### src/hw/dswc_pkg.sv
// Package for the single-mode DMA wait control block: register map, field layout,
// reset values, state counts and the cycle sequencer states.
// Assumes one bus state per sys_clk cycle and a plain strobe register port.
`default_nettype none

package dswc_pkg;

	// Register indexes on the local register port
	localparam int unsigned REG_ADDR_W = 2;
	localparam logic [1:0] REG_WAIT_CTRL = 2'h0;
	localparam logic [1:0] REG_STATUS = 2'h1;
	localparam logic [1:0] REG_LAST_CYCLE = 2'h2;

	// Control register layout and reset value
	localparam int unsigned CTRL_W = 16;
	localparam logic [15:0] WAIT_CTRL_RESET = 16'hFFFF;
	localparam int unsigned READ_BITS_LSB = 8;
	localparam int unsigned WRITE_BITS_LSB = 0;
	localparam int unsigned AREA_COUNT = 8;

	// Areas with special treatment
	localparam logic [2:0] AREA0 = 3'h0;
	localparam logic [2:0] AREA1 = 3'h1;
	localparam logic [2:0] AREA2 = 3'h2;
	localparam logic [2:0] AREA6 = 3'h6;

	// Base state counts of one single-mode DMA bus cycle
	localparam int unsigned STATE_CNT_W = 4;
	localparam logic [3:0] STATES_ONE = 4'h1;
	localparam logic [3:0] STATES_TWO = 4'h2;
	localparam logic [3:0] STATES_MUX_IO = 4'h4;

	// Status register layout
	localparam int unsigned STAT_BUSY_BIT = 0;
	localparam int unsigned STAT_WAIT_BIT = 1;
	localparam int unsigned STAT_SAMPLE_BIT = 2;
	localparam int unsigned STAT_WRITE_BIT = 3;
	localparam int unsigned STAT_AREA_LSB = 4;

	// Last-cycle register layout; both counts saturate at 8'hFF
	localparam int unsigned LAST_TOTAL_LSB = 0;
	localparam int unsigned LAST_WAITS_LSB = 8;
	localparam logic [7:0] COUNT_RESET = 8'h00;
	localparam logic [7:0] COUNT_FIRST_STATE = 8'h01;
	localparam logic [7:0] COUNT_MAX = 8'hFF;

	// Idle level of the active-low wait pin
	localparam logic WAIT_PIN_IDLE = 1'b1;

	typedef enum logic [1:0] {
		FSM_IDLE = 2'b00,
		FSM_BASE = 2'b01,
		FSM_WAIT = 2'b10
	} dswc_fsm_t;

endpackage

`default_nettype wire

### src/hw/dswc_sync.sv
// Two flip-flop synchroniser for a single level from outside the sys_clk domain.
// Assumes the input is a slow level such as an external wait request.
`timescale 1ns/10ps
`default_nettype none

module dswc_sync #(
	parameter logic RESET_LEVEL = 1'b1
) (
	input wire logic sys_clk,
	input wire logic rst_n,
	input wire logic async_in,
	output logic sync_out
);

	typedef struct packed {
		logic meta;
		logic stable;
	} dswc_sync_state_t;

	dswc_sync_state_t s;
	dswc_sync_state_t next_s;

	// The first stage feeds only the second one
	always_comb begin
		next_s = s;
		next_s.meta = async_in;
		next_s.stable = s.meta;
	end

	always_ff @(posedge sys_clk or negedge rst_n) begin
		if (!rst_n) begin
			s <= '{meta: RESET_LEVEL, stable: RESET_LEVEL};
		end else begin
			s <= next_s;
		end
	end

	assign sync_out = s.stable;

endmodule

`default_nettype wire

### src/hw/dswc_wait_ctrl.sv
// Single-mode DMA wait-state control: the per-area control register, the decode
// of a cycle's state count and wait sampling, and the state sequencer.
// Assumes a DMA controller that raises cyc_start for one cycle per bus cycle,
// long-wait fields from a neighbouring register, and one bus state per clock.
//
// Behaviour
// Sixteen-bit read/write control register, all ones after power-on reset.
// Manual reset and standby leave the control register contents untouched.
// Settings apply to single-mode DMA bus cycles: state count and sampling per area.
// Bits 15..8 steer reads for areas 7..0; cleared bit stops wait sampling.
// Areas 1,3,4,5,7 external memory, cleared bit: cycle lasts one state.
// Areas 1,3,4,5,7 external memory, set bit: two states plus wait states.
// Areas 0,2,6, cleared bit: one state plus long wait, no sampling.
// Areas 0,2,6, set bit: one state plus long wait plus wait states.
// Area 1 as DRAM: column cycle one state if cleared, two plus waits if set.
// Area 6 multiplexed I/O: four states plus waits, whatever its bit holds.
// Multiplexed I/O cycles always sample the wait input.
// Bits 7..0 steer writes for areas 7..0; cleared bit stops wait sampling.
// Writes use the same state counts and sampling as reads for equal bits.
// Long wait comes from two-bit fields meaning one to four states.
// Each state with wait sampled low adds one state; high sample ends cycle.
// External parts hold wait low before each sample point they want extended.
//
// The register offsets and strobed register access were decided locally.
`timescale 1ns/10ps
`default_nettype none

module dswc_wait_ctrl #(
	parameter int unsigned ADDR_W = dswc_pkg::REG_ADDR_W
) (
	input wire logic sys_clk,
	input wire logic rst_n,
	input wire logic manual_rst_n,
	input wire logic standby,
	input wire logic [ADDR_W-1:0] reg_addr,
	input wire logic [15:0] reg_wdata,
	input wire logic reg_wr,
	input wire logic reg_rd,
	output logic [15:0] reg_rdata,
	input wire logic [1:0] long_delay_areas_0_2,
	input wire logic [1:0] long_delay_area_6,
	input wire logic cyc_start,
	input wire logic [2:0] cyc_area,
	input wire logic cyc_write,
	input wire logic cyc_dram,
	input wire logic cyc_mux_io,
	output logic cyc_ready,
	output logic cyc_busy,
	output logic cyc_wait_state,
	output logic cyc_sample_en,
	output logic cyc_last,
	input wire logic wait_n
);

	typedef struct packed {
		dswc_pkg::dswc_fsm_t fsm;
		logic [3:0] remain;
		logic sample;
		logic write;
		logic [2:0] area;
		logic [7:0] total;
		logic [7:0] waits;
		logic [7:0] last_total;
		logic [7:0] last_waits;
		logic [15:0] ctrl;
		logic [15:0] rdata;
	} dswc_main_state_t;

	localparam dswc_main_state_t STATE_RESET = '{
		fsm: dswc_pkg::FSM_IDLE,
		remain: 4'h0,
		sample: 1'b0,
		write: 1'b0,
		area: 3'h0,
		total: dswc_pkg::COUNT_RESET,
		waits: dswc_pkg::COUNT_RESET,
		last_total: dswc_pkg::COUNT_RESET,
		last_waits: dswc_pkg::COUNT_RESET,
		ctrl: dswc_pkg::WAIT_CTRL_RESET,
		rdata: 16'h0000
	};

	dswc_main_state_t s;
	dswc_main_state_t next_s;

	logic wait_sync_n;
	logic wait_low;
	logic take;
	logic sel_bit;
	logic [4:0] plan;
	logic last_state;
	logic [15:0] status_word;
	logic [15:0] last_word;

	// Long-wait field to inserted state count: 0..3 means 1..4 states
	function automatic logic [3:0] long_wait_states(input logic [1:0] field);
		return {2'h0, field} + dswc_pkg::STATES_ONE;
	endfunction

	function automatic logic [7:0] sat_inc(input logic [7:0] v);
		return (v == dswc_pkg::COUNT_MAX) ? v : v + 8'h01;
	endfunction

	// Returns {sample_enable, base_state_count} for one cycle
	function automatic logic [4:0] cycle_plan(
		input logic [2:0] area,
		input logic bit_set,
		input logic dram,
		input logic mux_io,
		input logic [1:0] lw02,
		input logic [1:0] lw6
	);
		logic [3:0] lw;
		lw = (area == dswc_pkg::AREA6) ? long_wait_states(lw6) : long_wait_states(lw02);
		if (area == dswc_pkg::AREA6 && mux_io) begin
			// The control bit has no say here
			return {1'b1, dswc_pkg::STATES_MUX_IO};
		end else if (area == dswc_pkg::AREA1 && dram) begin
			// Long pitch when set, short pitch when cleared
			return bit_set ? {1'b1, dswc_pkg::STATES_TWO} : {1'b0, dswc_pkg::STATES_ONE};
		end else if (area == dswc_pkg::AREA0 || area == dswc_pkg::AREA2 ||
				area == dswc_pkg::AREA6) begin
			return {bit_set, dswc_pkg::STATES_ONE + lw};
		end else begin
			return bit_set ? {1'b1, dswc_pkg::STATES_TWO} : {1'b0, dswc_pkg::STATES_ONE};
		end
	endfunction

	// The wait pin is asynchronous to the bus clock; two states of latency result
	dswc_sync #(
		.RESET_LEVEL(dswc_pkg::WAIT_PIN_IDLE)
	) u_wait_sync (
		.sys_clk(sys_clk),
		.rst_n(rst_n),
		.async_in(wait_n),
		.sync_out(wait_sync_n)
	);

	assign wait_low = ~wait_sync_n;

	// Standby and manual reset hold off new cycles but not the register port
	assign cyc_ready = (s.fsm == dswc_pkg::FSM_IDLE) & ~standby & manual_rst_n;
	assign take = cyc_start & cyc_ready;

	// Read bits for reads, write bits for writes, one decode for both
	assign sel_bit = cyc_write ? s.ctrl[dswc_pkg::WRITE_BITS_LSB + cyc_area] :
		s.ctrl[dswc_pkg::READ_BITS_LSB + cyc_area];

	assign plan = cycle_plan(cyc_area, sel_bit, cyc_dram, cyc_mux_io,
		long_delay_areas_0_2, long_delay_area_6);

	always_comb begin
		status_word = 16'h0000;
		status_word[dswc_pkg::STAT_BUSY_BIT] = (s.fsm != dswc_pkg::FSM_IDLE);
		status_word[dswc_pkg::STAT_WAIT_BIT] = (s.fsm == dswc_pkg::FSM_WAIT);
		status_word[dswc_pkg::STAT_SAMPLE_BIT] = s.sample;
		status_word[dswc_pkg::STAT_WRITE_BIT] = s.write;
		status_word[dswc_pkg::STAT_AREA_LSB +: 3] = s.area;
		last_word = 16'h0000;
		last_word[dswc_pkg::LAST_TOTAL_LSB +: 8] = s.last_total;
		last_word[dswc_pkg::LAST_WAITS_LSB +: 8] = s.last_waits;
	end

	always_comb begin
		next_s = s;
		last_state = 1'b0;
		case (s.fsm)
			dswc_pkg::FSM_IDLE: begin
				if (take) begin
					next_s.fsm = dswc_pkg::FSM_BASE;
					next_s.remain = plan[3:0];
					next_s.sample = plan[4];
					next_s.write = cyc_write;
					next_s.area = cyc_area;
					next_s.total = dswc_pkg::COUNT_FIRST_STATE;
					next_s.waits = dswc_pkg::COUNT_RESET;
				end
			end
			dswc_pkg::FSM_BASE: begin
				if (s.remain > dswc_pkg::STATES_ONE) begin
					next_s.remain = s.remain - 4'h1;
					next_s.total = sat_inc(s.total);
				end else if (s.sample && wait_low) begin
					// Wait only looked at in the last base state
					next_s.fsm = dswc_pkg::FSM_WAIT;
					next_s.remain = 4'h0;
					next_s.waits = sat_inc(s.waits);
					next_s.total = sat_inc(s.total);
				end else begin
					last_state = 1'b1;
					next_s.fsm = dswc_pkg::FSM_IDLE;
					next_s.remain = 4'h0;
					next_s.last_total = s.total;
					next_s.last_waits = s.waits;
				end
			end
			dswc_pkg::FSM_WAIT: begin
				// No upper bound: a wait held low forever stalls the cycle
				if (wait_low) begin
					next_s.waits = sat_inc(s.waits);
					next_s.total = sat_inc(s.total);
				end else begin
					last_state = 1'b1;
					next_s.fsm = dswc_pkg::FSM_IDLE;
					next_s.last_total = s.total;
					next_s.last_waits = s.waits;
				end
			end
			default: begin
				next_s.fsm = dswc_pkg::FSM_IDLE;
				next_s.remain = 4'h0;
			end
		endcase

		// Manual reset aborts the cycle in flight but keeps the settings
		if (!manual_rst_n) begin
			last_state = 1'b0;
			next_s.fsm = dswc_pkg::FSM_IDLE;
			next_s.remain = 4'h0;
			next_s.sample = 1'b0;
		end

		// Written value steers the next cycle taken, not one already running
		if (reg_wr && reg_addr == ADDR_W'(dswc_pkg::REG_WAIT_CTRL)) begin
			next_s.ctrl = reg_wdata;
		end

		next_s.rdata = 16'h0000;
		if (reg_rd) begin
			case (reg_addr)
				ADDR_W'(dswc_pkg::REG_WAIT_CTRL): begin
					next_s.rdata = s.ctrl;
				end
				ADDR_W'(dswc_pkg::REG_STATUS): begin
					next_s.rdata = status_word;
				end
				ADDR_W'(dswc_pkg::REG_LAST_CYCLE): begin
					next_s.rdata = last_word;
				end
				default: begin
					next_s.rdata = 16'h0000;
				end
			endcase
		end
	end

	// Only the power-on reset loads the register; standby never reaches it
	always_ff @(posedge sys_clk or negedge rst_n) begin
		if (!rst_n) begin
			s <= STATE_RESET;
		end else begin
			s <= next_s;
		end
	end

	assign reg_rdata = s.rdata;
	assign cyc_busy = (s.fsm != dswc_pkg::FSM_IDLE);
	assign cyc_wait_state = (s.fsm == dswc_pkg::FSM_WAIT);
	assign cyc_sample_en = cyc_busy & s.sample;
	assign cyc_last = last_state;

endmodule

`default_nettype wire

### config.mk
export PLATFORM = sky130hd
export DESIGN_NAME = dswc_wait_ctrl
export DESIGN_NICKNAME = d
export VERILOG_FILES = /design/src/hw/dswc_pkg.sv /design/src/hw/dswc_sync.sv /design/src/hw/dswc_wait_ctrl.sv
export SDC_FILE = /design/constraint.sdc
export NUM_CORES = 1
export LEC_CHECK = 0
export BUFFER_PORTS_ARGS = -buffer_cell sky130_fd_sc_hd__buf_2
export CAP_MARGIN = 0
export CORE_MARGIN = 2
export CORE_UTILIZATION = 62
export CTS_CLUSTER_SIZE = 14
export DETAILED_ROUTE_END_ITERATION = 10
export GPL_TIMING_DRIVEN = 1
export PLACE_DENSITY = 0.9
export SKIP_LAST_GASP = 1
export SYNTH_ARGS = -nofsm -noshare
export SYNTH_HDL_FRONTEND = slang
export SYNTH_HIERARCHICAL = 1
export SYNTH_SLANG_ARGS = --single-unit
### constraint.sdc
create_clock -name sys_clk -period 4.4 [get_ports sys_clk]
set_clock_uncertainty 0.1 [all_clocks]
set_input_delay 0.22 -clock sys_clk [delete_from_list [all_inputs] [get_ports sys_clk]]
set_output_delay 0.22 -clock sys_clk [all_outputs]
set_load 0.02 [all_outputs]
=== Word level (Yosys, flattened, before mapping) ===
Index checks and enable logic that the tools add are counted.

* Logic and storage cells: 106
* Bits of input ports: 36
* Output and inout bits: 21
* Flip-flop bits (word level): 77

* Bitwise gates (word level): 6
* Multiplexer cells: 36
* Equality and inequality tests: 22
* Reductions and logical operators: 19
* Magnitude comparators: 3
* Add/subtract/negate cells: 7

{| class="wikitable"
|+ Operators by type and width
! cell !! count
|-
| $pmux W16 S3 || 2
|-
| $mux W16 || 5
|-
| $pmux W16 S2 || 1
|-
| $mux W27 || 1
|-
| $mux W5 || 5
|-
| $mux W24 || 1
|-
| $mux W8 || 3
|-
| $add A8 B1 Y8 const B || 2
|-
| $eq A8 B8 Y1 const B || 2
|-
| $ne A2 B2 Y1 const B || 6
|-
| $pmux W4 S3 || 1
|-
| $ne A3 B3 Y1 const B || 3
|-
| $reduce_and A4 Y1 || 2
|-
| $mux W1 || 7
|-
| $mux W7 || 1
|-
| $add A2 B1 Y3 const B || 2
|-
| $mux W6 || 1
|-
| $ne A2 B1 Y1 const B || 3
|-
| $pmux W2 S3 || 1
|-
| $reduce_and A2 Y1 || 3
|-
| $add A4 B3 Y5 const A || 1
|-
| $lt A3 B5 Y1 const B || 1
|-
| $lt A5 B5 Y1 const B || 1
|-
| $reduce_and A5 Y1 || 1
|-
| other kinds (24) || 37
|}

=== Longest topological paths before layout ===
Gate-level depths: netlist of the first run.

* Word-level depth: 11
* Mapped depth: 9
* Depth with buffers taken out: 7

=== Hierarchy ===
Netlist of the first run, hierarchy kept.

{| class="wikitable"
|+ Modules (own cells, without submodules)
! module !! times used !! seq. area each (sq um) !! cells an instance !! area each (sq um)
|-
| dswc_wait_ctrl || 1 || 1896.8 || 365 || 3903.7
|-
| dswc_sync || 1 || 52.6 || 2 || 52.6
|}

=== Worst setup path after synthesis of the first run ===
No wires, ideal clock.

* Path type: reg-to-reg
* From: register s[73] in the netlist's numbering
* To: register s[55] in the netlist's numbering
* Path buffers: 1
* Setup slack: 2.027 ns
* Setup time: 0.080 ns
* Arrival time: 2.193 ns
* Cell stages (with the launch flop): 9
* Clock period less this slack: 2.373 ns
* Required time: 4.220 ns
* Path through: dfrtp_1 > inv_1 > ha_1 > buf_2 > nand4b_4 > a21o_1 > or4b_4 > or4b_1 > o211ai_2

* Word-level cells in the longest chain between the ends: 6
* Elaborated cells between the ends (all ways): 13
* Classes of those cells: 6 x eq/ne; 1 x mux; 3 x bitwise; 3 x reduce/logical

{| class="wikitable"
|+ RTL lines
! what !! line !! source
|-
| start: declaration || dswc_wait_ctrl.sv:83 || <nowiki>dswc_main_state_t s;</nowiki>
|-
| start signal: assignment || dswc_wait_ctrl.sv:252 || <nowiki>s <= next_s;</nowiki>
|-
| $logic_not A2 Y1 || dswc_wait_ctrl.sv:142, dswc_wait_ctrl.sv:167 ||
|-
| $and A1 B1 Y1 (2 in series) || dswc_wait_ctrl.sv:142 || <nowiki>assign cyc_ready = (s.fsm == dswc_pkg::FSM_IDLE) & ~standby & manual_rst_n;</nowiki>
|-
| $and A1 B1 Y1 || dswc_wait_ctrl.sv:143 || <nowiki>assign take = cyc_start & cyc_ready;</nowiki>
|-
| $ne A2 B2 Y1 (no source line) || - ||
|-
| $reduce_and A5 Y1 (no source line) || - ||
|}

Several ways; a longest one is shown, not always the timed one.
A chain may end at the register's enable or synchronous reset.

=== Final worst setup path of the first run ===
Same ends and word-level chain as after synthesis.

==> flow_metrics.py, run 1 <==
metrics = {
    "synthesis": {
        "syn_area_sq_um": 3960,
        "synth_fp_nets": 411,
        "synth_warnings": 6,
        "synth_ff_type": "dfrtp_1",
        "syn_avg_cell_area_sq_um": 10.8,
        "ys_types": 49,
        "ys_seq_area_share_pct": 49.3,
        "synth_edf_count": 0,
        "ys_ff_latch": 77,
        "postSynthCellCount": 367,
        "synth-async-reset-ratio_pct": 100,
    },
    "worst_setup_path": {
        "r2r_cells": 7,
        "r2r_start": "s[73]",
        "slowest_stage": "or4b_4",
        "path_max_fanout": 14,
        "slowest_delay_ns": 0.62,
        "path_cells": "inv_1 -> ha_1 -> nand4b_4 -> a21o_1 -> or4b_4 -> or4b_1 -> o211ai_2",
        "required_ns": 4.57,
        "cp-end-kind": "flip-flop",
        "worstReg2RegEnd": "s[55]",
        "crit_type": "flip-flop to flip-flop",
        "crit_path_start_kind": "flip-flop",
        "worstPathArrival_ns": 2.95,
        "crit_start": "s[73]",
        "worst-r2r-setup-slack_ns": 1.62,
    },
    "sta": {
        "worst_pin_slew_ns": 1.30,
        "finalHoldViolCount": 0,
        "relSlewSlack_pct": 12.8,
        "period_share_pct": 63.1,
        "clock.fmax_ghz": 0.360,
        "drv_slew": 0,
        "rsz0062_at_grt": "no",
        "finalSetupViolCount": 0,
        "min_period_ns": 2.78,
        "final.setup.tns_ns": 0,
    },
    "finish": {
        "final_cell_mix": "dfrtp_1, buf_2, nand2_1",
        "fillers": 410,
        "nets": 451,
        "antenna_cells": 0,
        "final_layout_size_suffix_gt1_share_pct": 32.3,
        "mostFrequentLayoutCell": "dfrtp_1",
        "post-route-util_pct": 70.0,
        "syn2layout_area_growth_pct": 11.1,
    },
    "grt": {
        "grt_pass1_wl_um": 14000,
        "antenna_found_initial": 0,
        "grt_max_degree": 78,
        "grt_pass1_vias": 2875,
        "gr-total-overflow": 0,
        "grt_util_all_layers_pct": 25.6,
    },
    "drt": {
        "vias_per_cell": 6.04,
        "detail-route-antenna-nets": 0,
        "drtPass1Iterations": 5,
        "num_vias": 2954,
        "wl_per_cell_um": 17.5,
        "drc": 0,
        "drtIter0Drc": 204,
        "drt-total-wl_um": 8560,
    },
    "die": {
        "dieArea_sq_um": 7040,
        "coreArea_sq_um": 6280,
        "die_h_um": 83.9,
        "initial_core_util_pct": 63.0,
        "num_rows": 29,
        "ios": 57,
        "die_w_um": 83.9,
    },
    "clock_tree": {
        "clk_pin_slew_ns": 0.08,
        "clock_latency_ns": 0.35,
        "clock_sinks": 77,
        "cts_made_buffers": 9,
        "cts_tree": "yes",
        "h-tree-depth": 3,
        "cts_max_path_buffers": 2,
        "cts-root-buf": "clkbuf_8",
    },
    "power": {
        "ir_drop_v": 0.000259,
        "powerDensity_nw_per_um2": 359,
        "leakagePower_nw": 2.10,
    },
    "placement": {
        "gp_congestion": 0.849,
        "hpwl_um": 6000,
        "port-buffer-count": 55,
    },
    "status": {
        "status": "finished, final reports clean",
    },
    "min_path": {
        "hold-path-endpoint": "s[20]",
        "hold_path.class": "primary input to flip-flop",
        "hold_path_depth": 2,
        "hp-start": "reg_wdata[4]",
    },
    "job": {
        "cap_violations": 0,
    },
}
## registers in the layout, summed over array words and instances, names as in the netlist
register	flops
u_wait_sync/sync_out	1
last_word	16
u_wait_sync/next_s	1
s	43
reg_rdata	16
## Yosys cell counts (4+ instances only)
library cell | instances | area (sq um)
and3_1 | 5 | 31.3
mux2_2 | 33 | 372
ha_1 | 8 | 100
inv_1 | 10 | 37.5
o221ai_1 | 4 | 35.0
and2_1 | 9 | 56.3
a21oi_1 | 5 | 25.0
mux2i_1 | 19 | 190
nand2b_1 | 5 | 31.3
buf_2 | 4 | 20.0
o21ai_0 | 23 | 115
nand3_1 | 11 | 55.1
nor3_1 | 4 | 20.0
nor2b_1 | 6 | 37.5
nand2_1 | 45 | 169
nor2_1 | 21 | 78.8
buf_4 | 16 | 120
clkbuf_1 | 14 | 52.6
dfstp_2 | 18 | 473
mux4_2 | 4 | 90.1
dfrtp_1 | 59 | 1480
## logic make-up after synthesis
kind of cell	count (synthesis)	synth area share, %
buffers and inverters	44	5.82
adders and majority gates	8	2.53
muxes	56	16.5
and+or+nand+nor	127	16.7
AOI/OAI and AO/OA	55	9.17
DFF	77	49.3
## per-layer routing
layer  vias to the layer above  track usage (%)  wire length (um)
li1                       1363                -                 -
met1                      1423             32.1              3440
met2                       148             43.1              4340
met3                        20             5.84               538
met4                         0             9.82               236
met5                         -                0                 0
## stage by stage
stage          area, sq um  hold slack [ns]  setup slack [ns]  power [mW]  std cells
2_1_floorplan         3960           -0.176              2.03        1.02        367
3_3_place_gp          4150            0.225              1.76        1.08        466
3_5_place_dp          4150            0.226              1.68        1.10        466
4_1_cts               4400         0.000639              1.65        1.58        489
5_1_grt               4400          0.00508              1.50        1.65        489
6_report              4400          0.00691              1.62        1.58        489
## critical path: cells and delay by family (launching register included)
family	cells	cell delay, ns
AOI/OAI and AO/OA	2	0.33
and+or+nand+nor	3	1.38
adders and majority gates	1	0.36
DFF	1	0.42
buffers and inverters	1	0.11
## worst max-delay path by stage
stage	to	slack [ns]	cells after the start
2_1_floorplan	s[55]	2.03	8
3_3_place_gp	s[55]	1.76	7
3_5_place_dp	s[53]	1.68	7
4_1_cts	s[55]	1.65	7
5_1_grt	s[55]	1.50	7
6_report	s[55]	1.62	7
## power by group
part / switching, mW / leakage (nW) / internal [mW]
Sequential: 0.0592 / 0.997 / 0.805
Combinational: 0.121 / 1.02 / 0.116
Clock: 0.258 / 0.0897 / 0.221
Total: 0.438 / 2.10 / 1.14
## area by class of cell
type	count	area [sq um]	share of cell area, %
clock inverter	5	35.0	0.797
timing repair buffer	63	355	8.08
multi-input combinational	246	1780	40.5
sequential	77	1950	44.3
tap	77	96.3	2.19
inverter	10	37.5	0.854
clock buffer	11	141	3.22
## repair_timing
action                    CTS  global route
hold endpoints to repair   65             0
resized for setup           0             0
hold buffers                7             0
buffers inserted            0             0
(Power assumes the default switching activity.)
==> inputs of run 2 (changes only) <==
- CORE_UTILIZATION: 62 -> 57
- PLACE_DENSITY: 0.9 -> 0.85
- clock period: 4.4 -> 2.9 ns (I/O delays scaled with it)
==> flow_metrics.py, run 2 (synthesis gave the netlist of run 1 again) <==
metrics = {
    "status": {
        "status": "finished, final reports clean",
    },
    "clock_tree": {
        "clk_pin_slew_ns": 0.08,
        "cts_max_path_buffers": 2,
        "clock_latency_ns": 0.35,
        "cts.repair.resized": 0,
        "post-cts-setup-buffers": 0,
        "h-tree-depth": 3,
        "clock_sinks": 77,
        "cts-root-buf": "clkbuf_8",
        "cts_made_buffers": 9,
        "cts_tree": "yes",
    },
    "finish": {
        "post-route-util_pct": 67.8,
        "final_cell_mix": "dfrtp_1, buf_2, nand2_1",
        "final_layout_size_suffix_gt1_share_pct": 31.2,
        "mostFrequentLayoutCell": "dfrtp_1",
        "registers.top_by_ff_count": "s",
        "fin_area_sq_um": 4580,
        "fin_cells": 510,
        "largest_reg_flops": 43,
        "nets": 469,
        "syn2layout_area_growth_pct": 15.8,
        "antenna_cells": 0,
    },
    "power": {
        "ir_drop_v": 0.000262,
        "power_mw": 2.48,
        "powerDensity_nw_per_um2": 541,
        "leakagePower_nw": 2.18,
    },
    "placement": {
        "gp_congestion": 0.861,
        "hpwl_um": 5830,
        "placedCellCount": 472,
        "port-buffer-count": 55,
        "dpl_cell_area_sq_um": 4180,
        "place_ws_ns": 0.358,
    },
    "drt": {
        "top_layer": "met4",
        "routedLengthMet1_um": 3660,
        "dr_wl_met2_um": 4520,
        "drtPass1Iterations": 4,
        "wl_per_cell_um": 17.1,
        "wl_met3_um": 353,
        "vias_per_cell": 5.81,
        "drc": 0,
        "detail-route-antenna-nets": 0,
        "num_vias": 2965,
        "drtIter0Drc": 204,
        "drt-total-wl_um": 8740,
    },
    "sta": {
        "min_period_ns": 2.58,
        "relSlewSlack_pct": 37.2,
        "setup_ws_ns": 0.324,
        "finalSetupViolCount": 0,
        "period_share_pct": 88.8,
        "finalHoldViolCount": 0,
        "drv_slew": 0,
        "rsz0062_at_grt": "no",
        "worst_pin_slew_ns": 0.941,
        "clock.fmax_ghz": 0.388,
        "final.setup.tns_ns": 0,
        "fin_hold_ws_ns": 0.0429,
    },
    "worst_setup_path": {
        "crit_start": "s[73]",
        "required_ns": 3.07,
        "worstPathArrival_ns": 2.74,
        "worst-r2r-setup-slack_ns": 0.32,
        "worstReg2RegEnd": "s[55]",
        "crit_path_start_kind": "flip-flop",
        "path_max_fanout": 14,
        "cp-end-kind": "flip-flop",
        "r2r_cells": 7,
        "crit_type": "flip-flop to flip-flop",
        "r2r_start": "s[73]",
    },
    "grt": {
        "gr-total-overflow": 0,
        "grt_pass1_wl_um": 13900,
        "grt_pass1_vias": 2914,
        "grt_max_degree": 78,
        "grt_util_all_layers_pct": 24.1,
        "antenna_found_initial": 0,
    },
    "die": {
        "die_w_um": 87.3,
        "num_rows": 30,
        "initial_core_util_pct": 58.6,
        "die_h_um": 87.3,
        "dieArea_sq_um": 7620,
        "ios": 57,
        "coreArea_sq_um": 6760,
    },
    "min_path": {
        "hold_path_depth": 3,
        "hp-start": "cyc_area[1]",
        "hold-path-endpoint": "s[65]",
        "hold_path.class": "primary input to flip-flop",
    },
    "job": {
        "cap_violations": 0,
    },
}
[run 2: layout make-up]
type / count / area (sq um)
clock buffers: 12 / 135
well taps: 80 / 100
fillers: 458 / 2180
multi-input cells: 246 / 1780
inverters: 10 / 37.5
clock inverters: 4 / 48.8
flip-flops and latches: 77 / 1950
repair buffers: 81 / 528
[run 2: critical path, stage by stage (launching register included)]
cell,delay [ns]
dfrtp_1,0.42
inv_1,0.09
ha_1,0.21
nand4b_4,0.18
a21o_1,0.24
or4b_4,0.61
or4b_1,0.54
o211ai_2,0.10
[run 2: worst max path at each step]
stage,to,slack (ns),cells past startpoint
3_3_place_gp,s[55],0.43,7
3_5_place_dp,s[53],0.36,7
5_1_grt,s[55],0.20,7
2_1_floorplan,s[55],0.53,8
6_report,s[55],0.32,7
4_1_cts,s[55],0.33,7
[run 2: routing by layer]
metal  vias up  GRT usage, %
met5         -             0
met4         0          10.9
met3        16          3.70
met2        94          42.0
met1      1456          29.2
li1       1399             -
[run 2: repair_timing]
| action | in CTS | in global routing |
|---|---|---|
| endpoints found under the hold margin | 84 | 0 |
| hold buffers | 22 | 0 |
| endpoints found under the setup margin | 0 | 0 |
[run 2: where the power goes]
part           leakage [nW]  switching (mW)  internal [mW]  total [mW]
combinational          1.09           0.184          0.191       0.375
clock                0.0943           0.399          0.398       0.797
sequential            0.997          0.0849           1.22        1.31
total                  2.18           0.668           1.81        2.48
==> inputs of run 3 (changes only) <==
- MAX_ROUTING_LAYER: default -> met4
==> flow_metrics.py, run 3 (synthesis gave the netlist of run 1 again) <==
metrics = {
    "status": {
        "status": "finished, final reports clean",
    },
    "power": {
        "power_switching_share_pct": 26.9,
        "combPwrFrac_pct": 15.2,
        "seqPwrFrac_pct": 52.8,
        "ir_drop_v": 0.000261,
        "leakagePower_nw": 2.18,
        "switchingPower_mw": 0.665,
        "power_mw": 2.47,
        "clockPowerShare_pct": 32.1,
        "powerDensity_nw_per_um2": 540,
        "intPower_mw": 1.81,
    },
    "finish": {
        "final_cell_mix": "dfrtp_1, buf_2, nand2_1",
        "final_layout_size_suffix_gt1_share_pct": 31.2,
        "syn2layout_area_growth_pct": 15.8,
        "antenna_cells": 0,
        "nets": 469,
        "fin_area_sq_um": 4580,
        "largest_reg_flops": 43,
        "post-route-util_pct": 67.8,
        "registers.top_by_ff_count": "s",
        "mostFrequentLayoutCell": "dfrtp_1",
        "fin_cells": 510,
    },
    "clock_tree": {
        "h-tree-depth": 3,
        "clk_pin_slew_ns": 0.08,
        "cts_max_path_buffers": 2,
        "clock_sinks": 77,
        "cts_tree": "yes",
        "cts_made_buffers": 9,
        "cts-root-buf": "clkbuf_8",
        "clock_latency_ns": 0.35,
        "post-cts-setup-buffers": 0,
    },
    "worst_setup_path": {
        "cp-end-kind": "flip-flop",
        "worstPathArrival_ns": 2.75,
        "crit_path_start_kind": "flip-flop",
        "required_ns": 3.07,
        "path_buf_inv": 1,
        "path_cells": "inv_1 -> ha_1 -> nand4b_4 -> a21o_1 -> or4b_4 -> or4b_1 -> o211ai_2",
        "slowest_stage": "or4b_4",
        "critPathTopFamily": "simple AND/OR/NAND/NOR gates",
        "path_max_fanout": 14,
        "slowest_delay_ns": 0.61,
        "crit_type": "flip-flop to flip-flop",
    },
    "sta": {
        "clock.fmax_ghz": 0.388,
        "relSlewSlack_pct": 38.3,
        "setup_ws_ns": 0.323,
        "final.setup.tns_ns": 0,
        "fin_hold_ws_ns": 0.0456,
        "period_share_pct": 88.9,
        "finalHoldViolCount": 0,
        "min_period_ns": 2.58,
        "finalSetupViolCount": 0,
        "worst_pin_slew_ns": 0.926,
        "rsz0062_at_grt": "no",
        "drv_slew": 0,
    },
    "placement": {
        "dpl_cell_area_sq_um": 4180,
        "hpwl_um": 5830,
        "gp_congestion": 0.875,
        "port-buffer-count": 55,
        "place_ws_ns": 0.358,
        "placedCellCount": 472,
    },
    "grt": {
        "gr-total-overflow": 0,
        "grt_pass1_vias": 2912,
        "grt_max_degree": 78,
        "grt_util_all_layers_pct": 24.8,
        "antenna_found_initial": 0,
        "grt_pass1_wl_um": 13900,
    },
    "die": {
        "num_rows": 30,
        "die_w_um": 87.3,
        "coreArea_sq_um": 6760,
        "initial_core_util_pct": 58.6,
        "dieArea_sq_um": 7620,
        "die_h_um": 87.3,
        "ios": 57,
    },
    "drt": {
        "drtPass1Iterations": 4,
        "vias_per_cell": 5.76,
        "drtIter0Drc": 218,
        "drt-total-wl_um": 8720,
        "wl_per_cell_um": 17.1,
        "detail-route-antenna-nets": 0,
        "drc": 0,
        "num_vias": 2938,
    },
    "job": {
        "cap_violations": 0,
    },
    "min_path": {
        "hold_path.class": "primary input to flip-flop",
    },
}
[run 3: metal layers]
metal	global-route usage [%]	share of wire (%)	up-vias
met5	-	0	-
met4	9.23	1.7	0
met3	4.83	4.2	12
met2	41.9	51	97
met1	29.4	43	1428
li1	-	-	1401
[run 3: power groups by stage]
stage	Combinational, mW	Clock, mW	Sequential, mW
global placement	0.333	0	1.32
CTS	0.372	0.795	1.30
floorplan	0.270	0	1.29
finish	0.375	0.794	1.31
detailed placement	0.347	0	1.32
global route	0.412	0.847	1.32
[run 3: worst min-delay path: stages]
cell	delay (ns)
buf_2	0.18
nand2_1	0.08
nand2_1	0.05
[run 3: timing repair]
item                                    CTS  global route
hold buffers                             22             0
resized for setup                         0             0
endpoints found under the setup margin    0             0
hold endpoints to repair                 84             0
[run 3: final cells by class]
type / count / area, sq um
fillers: 458 / 2180
flip-flops and latches: 77 / 1950
clock buffers: 12 / 135
clock inverters: 4 / 48.8
well taps: 80 / 100
repair buffers: 81 / 528
multi-input cells: 246 / 1780
inverters: 10 / 37.5
[run 3: path summary, 6_finish.rpt]
check | startpoint | cells after the start | slack [ns] | end
min in group asynchronous | rst_n | 2 | 0.38 | last_word[9]
max | s[73] | 7 | 0.32 | s[55]
min | cyc_area[1] | 3 | 0.05 | s[65]
max reg2reg | s[73] | 7 | 0.32 | s[55]
min reg2reg | u_wait_sync/next_s[0] | 0 | 0.26 | u_wait_sync/sync_out
max in group asynchronous | rst_n | 2 | 1.73 | reg_rdata[4]
